[src/common/btob_consts.vh]
// Constants for the bit toggle and overflow branch execution block.
`ifndef BTOB_CONSTS_VH
`define BTOB_CONSTS_VH

// Register byte offsets on the Wishbone slave.
`define BTOB_REG_CTRL      8'h00
`define BTOB_REG_BANK      8'h04
`define BTOB_REG_INSTR     8'h08
`define BTOB_REG_PC        8'h0c
`define BTOB_REG_INDEX     8'h10
`define BTOB_REG_STATUS    8'h14
`define BTOB_REG_EFFADDR   8'h18

// Control register fields.
`define BTOB_CTRL_EXT_BIT  0
`define BTOB_CTRL_GO_BIT   1
`define BTOB_CTRL_OVF_BIT  2

// Status register fields; done and illegal are sticky, write one to clear.
`define BTOB_STAT_BUSY_BIT 0
`define BTOB_STAT_DONE_BIT 1
`define BTOB_STAT_TAKEN_BIT 2
`define BTOB_STAT_ILL_BIT  3

// Instruction encodings.
`define BTOB_OP_TOGGLE     4'h7
`define BTOB_OP_BRANCH_OVF 8'he4

// Addressing constants.
`define BTOB_INDEXED_MAX   8'h5f
`define BTOB_ACCESS_SPLIT  8'h60
`define BTOB_ACCESS_LO     4'h0
`define BTOB_ACCESS_HI     4'hf

// Phase numbering within one instruction cycle.
`define BTOB_Q1            2'h0
`define BTOB_Q2            2'h1
`define BTOB_Q3            2'h2
`define BTOB_Q4            2'h3

// Reset values and the program counter step.
`define BTOB_PC_RESET      21'h000000
`define BTOB_INSTR_RESET   16'h0000
`define BTOB_PC_STEP       21'h000002

`endif

[src/hdl/btob_phase_gen.v]
// Four-phase sequencer that splits each instruction cycle into four clocks.
`timescale 1ns/100ps
`default_nettype none
`include "btob_consts.vh"

module btob_phase_gen
(
   input  wire       clk_sys_in,
   input  wire       rst_in,
   output wire [1:0] phase_out,
   output wire       q4_out
);

   reg [1:0] phase_r;

   always @(posedge clk_sys_in or posedge rst_in)
   begin
      if (rst_in)
         phase_r <= `BTOB_Q1;
      else
         phase_r <= phase_r + 2'h1;
   end

   assign phase_out = phase_r;
   assign q4_out    = (phase_r == `BTOB_Q4);

endmodule // btob_phase_gen

`default_nettype wire

[src/hdl/btob_core.v]
// Execution unit for the bit toggle and branch on overflow instructions.
//
// Contract
// - Toggle inverts only the selected data bit.
// - Bank flag picks access bank or bank.
// - Extended mode, small offsets index from base.
// - Toggle: decode, read, modify, write; one cycle.
// - Branch only when overflow set; flags untouched.
// - Taken target is address plus two plus 2n.
//
// Chosen here: the register addresses and the Wishbone register port.
`timescale 1ns/100ps
`default_nettype none
`include "btob_consts.vh"

module btob_core
(
   input  wire        clk_sys_in,
   input  wire        rst_in,
   input  wire        wb_cyc_in,
   input  wire        wb_stb_in,
   input  wire        wb_we_in,
   input  wire [7:0]  wb_adr_in,
   input  wire [3:0]  wb_sel_in,
   input  wire [31:0] wb_dat_in,
   output wire [31:0] wb_dat_out,
   output wire        wb_ack_out,
   output wire [11:0] dmem_addr_out,
   output wire        dmem_rd_out,
   output wire        dmem_wr_out,
   output wire [7:0]  dmem_wdata_out,
   input  wire [7:0]  dmem_rdata_in
);

   localparam [1:0] ST_IDLE  = 2'h0;
   localparam [1:0] ST_EXEC  = 2'h1;
   localparam [1:0] ST_FLUSH = 2'h2;

   reg  [1:0]  state_r;
   reg         ack_r;
   reg  [31:0] rdata_r;
   reg         ext_en_r;
   reg         go_pend_r;
   reg         ovf_r;
   reg  [3:0]  bank_r;
   reg  [15:0] instr_r;
   reg  [20:0] pc_r;
   reg  [11:0] index_r;
   reg         done_r;
   reg         taken_r;
   reg         ill_r;
   reg  [11:0] addr_r;
   reg         rd_r;
   reg         wr_r;
   reg  [7:0]  wdata_r;
   reg  [11:0] eff_addr_nxt;
   reg  [20:0] pc_nxt;
   reg  [31:0] rdata_nxt;
   reg  [31:0] byte_mask;

   wire [1:0]  phase;
   wire        q4;
   wire        is_toggle;
   wire        is_branch;
   wire        branch_go;
   wire [2:0]  bit_sel;
   wire        bank_flag;
   wire [7:0]  file_addr;
   wire [20:0] offset_x2;
   wire        bus_req;
   wire        wr_now;
   wire        busy;
   wire        finish;
   wire        clr_done;
   wire        clr_ill;

   btob_phase_gen u_phase
   (
      .clk_sys_in (clk_sys_in),
      .rst_in     (rst_in),
      .phase_out  (phase),
      .q4_out     (q4)
   );

   assign is_toggle = (instr_r[15:12] == `BTOB_OP_TOGGLE);
   assign is_branch = (instr_r[15:8] == `BTOB_OP_BRANCH_OVF);
   // The overflow flag is only read here, so the branch never changes it.
   assign branch_go = is_branch & ovf_r;
   assign bit_sel   = instr_r[11:9];
   assign bank_flag = instr_r[8];
   assign file_addr = instr_r[7:0];
   // Offset sign-extended and doubled; wraps within the 21-bit counter.
   assign offset_x2 = {{12{instr_r[7]}}, instr_r[7:0], 1'b0};
   assign busy      = (state_r != ST_IDLE);

   // Effective data address for the toggle operand.
   always @*
   begin
      eff_addr_nxt = {bank_r, file_addr};
      if (bank_flag)
         eff_addr_nxt = {bank_r, file_addr};
      else if (ext_en_r && (file_addr <= `BTOB_INDEXED_MAX))
         eff_addr_nxt = index_r + {4'h0, file_addr};
      else if (file_addr < `BTOB_ACCESS_SPLIT)
         eff_addr_nxt = {`BTOB_ACCESS_LO, file_addr};
      else
         eff_addr_nxt = {`BTOB_ACCESS_HI, file_addr};
   end

   // Next program counter at the end of the instruction cycle.
   always @*
   begin
      if (branch_go)
         pc_nxt = pc_r + `BTOB_PC_STEP + offset_x2;
      else
         pc_nxt = pc_r + `BTOB_PC_STEP;
   end

   // Execution sequencer aligned to the four phases.
   assign finish = ((state_r == ST_EXEC) && q4 && !branch_go)
                 || ((state_r == ST_FLUSH) && q4);

   always @(posedge clk_sys_in or posedge rst_in)
   begin
      if (rst_in)
      begin
         state_r <= ST_IDLE;
         addr_r  <= 12'h000;
         rd_r    <= 1'b0;
         wr_r    <= 1'b0;
         wdata_r <= 8'h00;
         pc_r    <= `BTOB_PC_RESET;
         taken_r <= 1'b0;
      end
      else
      begin
         case (state_r)
            ST_IDLE:
            begin
               rd_r <= 1'b0;
               wr_r <= 1'b0;
               // Starting on the last phase keeps each cycle Q1 aligned.
               if (go_pend_r && q4)
                  state_r <= ST_EXEC;
            end
            ST_EXEC:
            begin
               case (phase)
                  `BTOB_Q1:
                  begin
                     if (is_toggle)
                     begin
                        addr_r <= eff_addr_nxt;
                        rd_r   <= 1'b1;
                     end
                  end
                  `BTOB_Q2:
                     rd_r <= 1'b0;
                  `BTOB_Q3:
                  begin
                     if (is_toggle)
                     begin
                        wdata_r <= dmem_rdata_in ^ (8'h01 << bit_sel);
                        wr_r    <= 1'b1;
                     end
                  end
                  default:
                  begin
                     wr_r    <= 1'b0;
                     pc_r    <= pc_nxt;
                     taken_r <= branch_go;
                     if (branch_go)
                        state_r <= ST_FLUSH;
                     else
                        state_r <= ST_IDLE;
                  end
               endcase
            end
            ST_FLUSH:
            begin
               // The prefetched word is dropped; this cycle does nothing.
               rd_r <= 1'b0;
               wr_r <= 1'b0;
               if (q4)
                  state_r <= ST_IDLE;
            end
            default:
               state_r <= ST_IDLE;
         endcase
         if (!busy && wr_now && (wb_adr_in == `BTOB_REG_PC))
            pc_r <= wb_dat_in[20:0] & byte_mask[20:0] | pc_r & ~byte_mask[20:0];
      end
   end

   // Wishbone slave: ack one clock after the strobe, write at the ack edge.
   assign bus_req  = wb_cyc_in & wb_stb_in;
   assign wr_now   = bus_req & wb_we_in & ack_r;
   assign clr_done = wr_now && (wb_adr_in == `BTOB_REG_STATUS) && wb_sel_in[0]
                     && wb_dat_in[`BTOB_STAT_DONE_BIT];
   assign clr_ill  = wr_now && (wb_adr_in == `BTOB_REG_STATUS) && wb_sel_in[0]
                     && wb_dat_in[`BTOB_STAT_ILL_BIT];

   always @*
   begin
      byte_mask = {{8{wb_sel_in[3]}}, {8{wb_sel_in[2]}},
                   {8{wb_sel_in[1]}}, {8{wb_sel_in[0]}}};
   end

   always @*
   begin
      rdata_nxt = 32'h00000000;
      case (wb_adr_in)
         `BTOB_REG_CTRL:
         begin
            rdata_nxt[`BTOB_CTRL_EXT_BIT] = ext_en_r;
            rdata_nxt[`BTOB_CTRL_GO_BIT]  = go_pend_r;
            rdata_nxt[`BTOB_CTRL_OVF_BIT] = ovf_r;
         end
         `BTOB_REG_BANK:    rdata_nxt[3:0]   = bank_r;
         `BTOB_REG_INSTR:   rdata_nxt[15:0]  = instr_r;
         `BTOB_REG_PC:      rdata_nxt[20:0]  = pc_r;
         `BTOB_REG_INDEX:   rdata_nxt[11:0]  = index_r;
         `BTOB_REG_STATUS:
         begin
            rdata_nxt[`BTOB_STAT_BUSY_BIT]  = busy;
            rdata_nxt[`BTOB_STAT_DONE_BIT]  = done_r;
            rdata_nxt[`BTOB_STAT_TAKEN_BIT] = taken_r;
            rdata_nxt[`BTOB_STAT_ILL_BIT]   = ill_r;
         end
         `BTOB_REG_EFFADDR: rdata_nxt[11:0]  = addr_r;
         default:           rdata_nxt        = 32'h00000000;
      endcase
   end

   always @(posedge clk_sys_in or posedge rst_in)
   begin
      if (rst_in)
      begin
         ack_r     <= 1'b0;
         rdata_r   <= 32'h00000000;
         ext_en_r  <= 1'b0;
         go_pend_r <= 1'b0;
         ovf_r     <= 1'b0;
         bank_r    <= 4'h0;
         instr_r   <= `BTOB_INSTR_RESET;
         index_r   <= 12'h000;
         done_r    <= 1'b0;
         ill_r     <= 1'b0;
      end
      else
      begin
         ack_r <= bus_req & ~ack_r;
         if (bus_req & ~ack_r)
            rdata_r <= rdata_nxt;
         // Start request is consumed as the sequencer leaves idle.
         if (state_r == ST_IDLE && go_pend_r && q4)
            go_pend_r <= 1'b0;
         // Operands stay frozen while an instruction runs.
         if (wr_now && !busy)
         begin
            case (wb_adr_in)
               `BTOB_REG_CTRL:
               begin
                  if (wb_sel_in[0])
                  begin
                     ext_en_r  <= wb_dat_in[`BTOB_CTRL_EXT_BIT];
                     ovf_r     <= wb_dat_in[`BTOB_CTRL_OVF_BIT];
                     go_pend_r <= wb_dat_in[`BTOB_CTRL_GO_BIT];
                  end
               end
               `BTOB_REG_BANK:
                  if (wb_sel_in[0])
                     bank_r <= wb_dat_in[3:0];
               `BTOB_REG_INSTR:
                  instr_r <= wb_dat_in[15:0] & byte_mask[15:0]
                           | instr_r & ~byte_mask[15:0];
               `BTOB_REG_INDEX:
                  index_r <= wb_dat_in[11:0] & byte_mask[11:0]
                           | index_r & ~byte_mask[11:0];
               default:
                  ;
            endcase
         end
         // Hardware set wins over a software clear in the same clock.
         if (finish)
            done_r <= 1'b1;
         else if (clr_done)
            done_r <= 1'b0;
         if (state_r == ST_EXEC && q4 && !is_toggle && !is_branch)
            ill_r <= 1'b1;
         else if (clr_ill)
            ill_r <= 1'b0;
      end
   end

   assign wb_ack_out     = ack_r;
   assign wb_dat_out     = rdata_r;
   assign dmem_addr_out  = addr_r;
   assign dmem_rd_out    = rd_r;
   assign dmem_wr_out    = wr_r;
   assign dmem_wdata_out = wdata_r;

endmodule // btob_core

`default_nettype wire

[config.mk]
export PLATFORM = sky130hd
export DESIGN_NAME = btob_core
export DESIGN_NICKNAME = d
export VERILOG_FILES = /design/src/hdl/btob_phase_gen.v /design/src/hdl/btob_core.v
export VERILOG_INCLUDE_DIRS = /design/src /design/src/common
export SDC_FILE = /design/constraint.sdc
export NUM_CORES = 1
export LEC_CHECK = 0
export ABC_CLOCK_PERIOD_IN_PS = 7500
export BUFFER_PORTS_ARGS = -buffer_cell sky130_fd_sc_hd__buf_2
export CAP_MARGIN = 30
export CORE_MARGIN = 3
export CORE_UTILIZATION = 52
export CTS_BUF_LIST = sky130_fd_sc_hd__clkbuf_4
export DETAILED_ROUTE_END_ITERATION = 12
export PLACE_DENSITY = 0.74
export SLEW_MARGIN = 0
export SYNTH_ARGS = -nofsm -noshare
export SYNTH_HDL_FRONTEND = slang
export SYNTH_SLANG_ARGS = --single-unit
[constraint.sdc]
create_clock -name clk_sys_in -period 7.5 [get_ports clk_sys_in]
set_input_delay 1.5 -clock clk_sys_in [delete_from_list [all_inputs] [get_ports clk_sys_in]]
set_output_delay 1.5 -clock clk_sys_in [all_outputs]
set_load 0.005 [all_outputs]
==> impl_metrics.yaml <==
outcome:
  status: "finished clean"
timing:
  clock_skew_ns: 0.0315
  slew_headroom_pct: 33.0
  fin_crit_sh_pct: 50.2
  max_freq_ghz: 0.266
  setup_viol: 0
  hold_viol_final: 0
  fin_tns_setup_ns: 0
  fin_crit_ns: 3.76
  final_max_slew_viol_count: 0
  fin_ws_ns: 3.74
  rsz0062_at_grt: "false"
  tightest_slew_ns: 1.00
clocking:
  clock-sinks: 107
  post_cts_buffers: 0
  numCtsBuffers: 9
  clockRootBuffer: "clkbuf_4"
  cts_hold_buf: 0
  cts_resized: 0
  htreeDepth: 3
  clk_latency_ns: 0.47
  max-clock-path-buffers: 2
  tritoncts: "yes"
  cts.clk_slew.worst_paths_ns: 0.18
logic_synthesis:
  synth_ff_type: "dfrtp_1"
  yosysMostFrequentCell: "dfrtp_1"
  synth_top_area_share_pct: 38.4
  synthTopCellsByCount: "dfrtp_1, nand2_1, nor2_1"
  ys_warn_count: 0
  avgSynthCellArea_um2: 9.20
  async_flop_share_pct: 100
  netlist_area_um2: 6980
  synth_area_leaders: "dfrtp_1, ha_1, mux2_2"
  ys_seq_area_share_pct: 38.4
  synth_edf_count: 0
  synth.largest_area_cell: "dfrtp_1"
  syn_inst: 759
  ys_ff_latch: 107
  synth_cell_types: 63
critical_path:
  crit_buf_inv: 0
  critical-path-max-stage-delay_ns: 0.49
  cp-start-kind: "flip-flop"
  critPathKind: "reg -> reg"
  cp_top_family: "compound AO/OA/AOI/OAI gates"
  cp_data_arrival_time_ns: 4.14
  path_cells: "ha_1, and3_1, and3_1, nand3_1, xnor2_1, ha_1, a21oi_1, o21bai_1, a221oi_1, o41ai_4, a21o_1, a211oi_2, xnor2_1, o21ai_2"
  crit_path_top_delay_cell: "a221oi_1"
  cp.required_ns: 7.88
  critPathCaptureType: "flip-flop"
  crit_fanout: 6
floorplanning:
  ios: 112
  core_area_um2: 12900
  start_util_pct: 54.2
  die_x_um: 122
  die_h_um: 122
  die_area_um2: 14900
  placementRows: 41
drt:
  drt_iter0_drc: 643
  drt-total-wl_um: 19000
  dr_total_vias: 6066
  drc: 0
  drt-vias-per-instance: 6.04
  top_layer: "met4"
  wl_met2_um: 8980
  drtPass1Iterations: 6
  met1_length_um: 8250
  ant_nets: 0
  wl_per_cell_um: 18.9
  route.met3.wl_um: 1310
min_path:
  min_path_type: "reg -> reg"
placement:
  portBuffers: 88
  dpl_cell_area_um2: 7500
  dp_slack_ns: 3.37
  place_congestion: 0.953
  dp_hpwl_um: 14200
job:
  maxCapViolCount: 0
cells_and_area:
  antenna_cells: 0
  drive_gt1_share_pct: 19.4
  finish.instance_area_um2: 7650
  synthToLayoutAreaGrowth_pct: 9.52
  num-nets-final: 923
  utilization_pct: 59.4
grt:
  gr-usage-all-layers_pct: 25.5
  grt_pass1_wl_um: 30000
  grt_max_degree: 59
  grt_pass1_vias: 5916
  grt_overflow: 0
  antenna_found_initial: 0
power:
  powerDensity_nw_per_um2: 125
  ir_drop_v: 0.000100
  leakage_nw: 3.74
  finalPower_uw: 959
==> logic make-up after synthesis <==
kind of cell               share of synthesized area (%)
muxes                                               7.85
DFF                                                 38.4
buffers and inverters                               4.21
and+or+nand+nor                                     16.5
AOI/OAI and AO/OA                                   19.6
xor gates and xnor gates                            6.40
adders and majority gates                           7.03
other                                             0.0537
==> through the flow <==
step	hold WS (ns)	std cells
after detailed placement	0.456	989
after global placement	0.447	989
after CTS	0.494	1005
after floorplan	0.446	769
after global routing	0.513	1005
final	0.491	1005
==> cell usage in the layout (no fill, tap or decap), types with 7 or more instances in the layout <==
| cell | n |
|---|---|
| a21o_1 | 12 |
| a21oi_1 | 48 |
| a22o_1 | 13 |
| a22oi_1 | 23 |
| a31oi_1 | 7 |
| and3_1 | 13 |
| buf_2 | 88 |
| clkbuf_4 | 9 |
| conb_1 | 11 |
| dfrtp_1 | 107 |
| ha_1 | 36 |
| inv_1 | 19 |
| mux2_2 | 38 |
| mux2i_1 | 12 |
| nand2_1 | 93 |
| nand2b_1 | 7 |
| nand3_1 | 25 |
| nor2_1 | 52 |
| nor2b_1 | 8 |
| nor3_1 | 13 |
| o21ai_0 | 49 |
| o22ai_1 | 7 |
| xnor2_1 | 35 |
| xor2_1 | 16 |
==> cell type report <==
class / count / area (µm²)
flip-flops and latches: 107 / 2680
clock buffers: 9 / 67.6
repair buffers: 93 / 478
clock inverters: 7 / 82.6
multi-input cells: 597 / 4050
fillers: 1152 / 5230
well taps: 172 / 215
inverters: 20 / 77.6
==> tightest hold or removal path, delay by kind of cell, from the launching register on <==
family / cells / cell delay [ns]
flip-flops: 1 / 0.38
AND/OR/NAND/NOR: 2 / 0.10
==> layer usage <==
layer / vias up / track usage (%)
met5: - / 0
met4: 0 / 7.14
met3: 33 / 4.09
met2: 273 / 42.8
met1: 2913 / 34.4
li1: 2847 / -
==> where the power goes <==
group	internal [mW]	switching, mW	total [mW]
combinational	0.0205	0.0424	0.0628
clock	0.108	0.207	0.315
sequential	0.579	0.00186	0.581
==> final timing paths <==
kind	startpoint	endpoint	slack, ns	cells after the start
hold / removal	wb_dat_out[16]$_DFFE_PP0P_	wb_dat_out[16]$_DFFE_PP0P_	0.49	2
min in group asynchronous	rst_in	wb_ack_out$_DFF_PP0_	1.06	2
max in group asynchronous	rst_in	async pin	5.25	3
setup reg to reg	flip-flop	flip-flop	3.74	14
setup / recovery	flip-flop	flip-flop	3.74	14
hold reg to reg	wb_dat_out[16]$_DFFE_PP0P_	wb_dat_out[16]$_DFFE_PP0P_	0.49	2
Power figures use the tool's default switching activity.
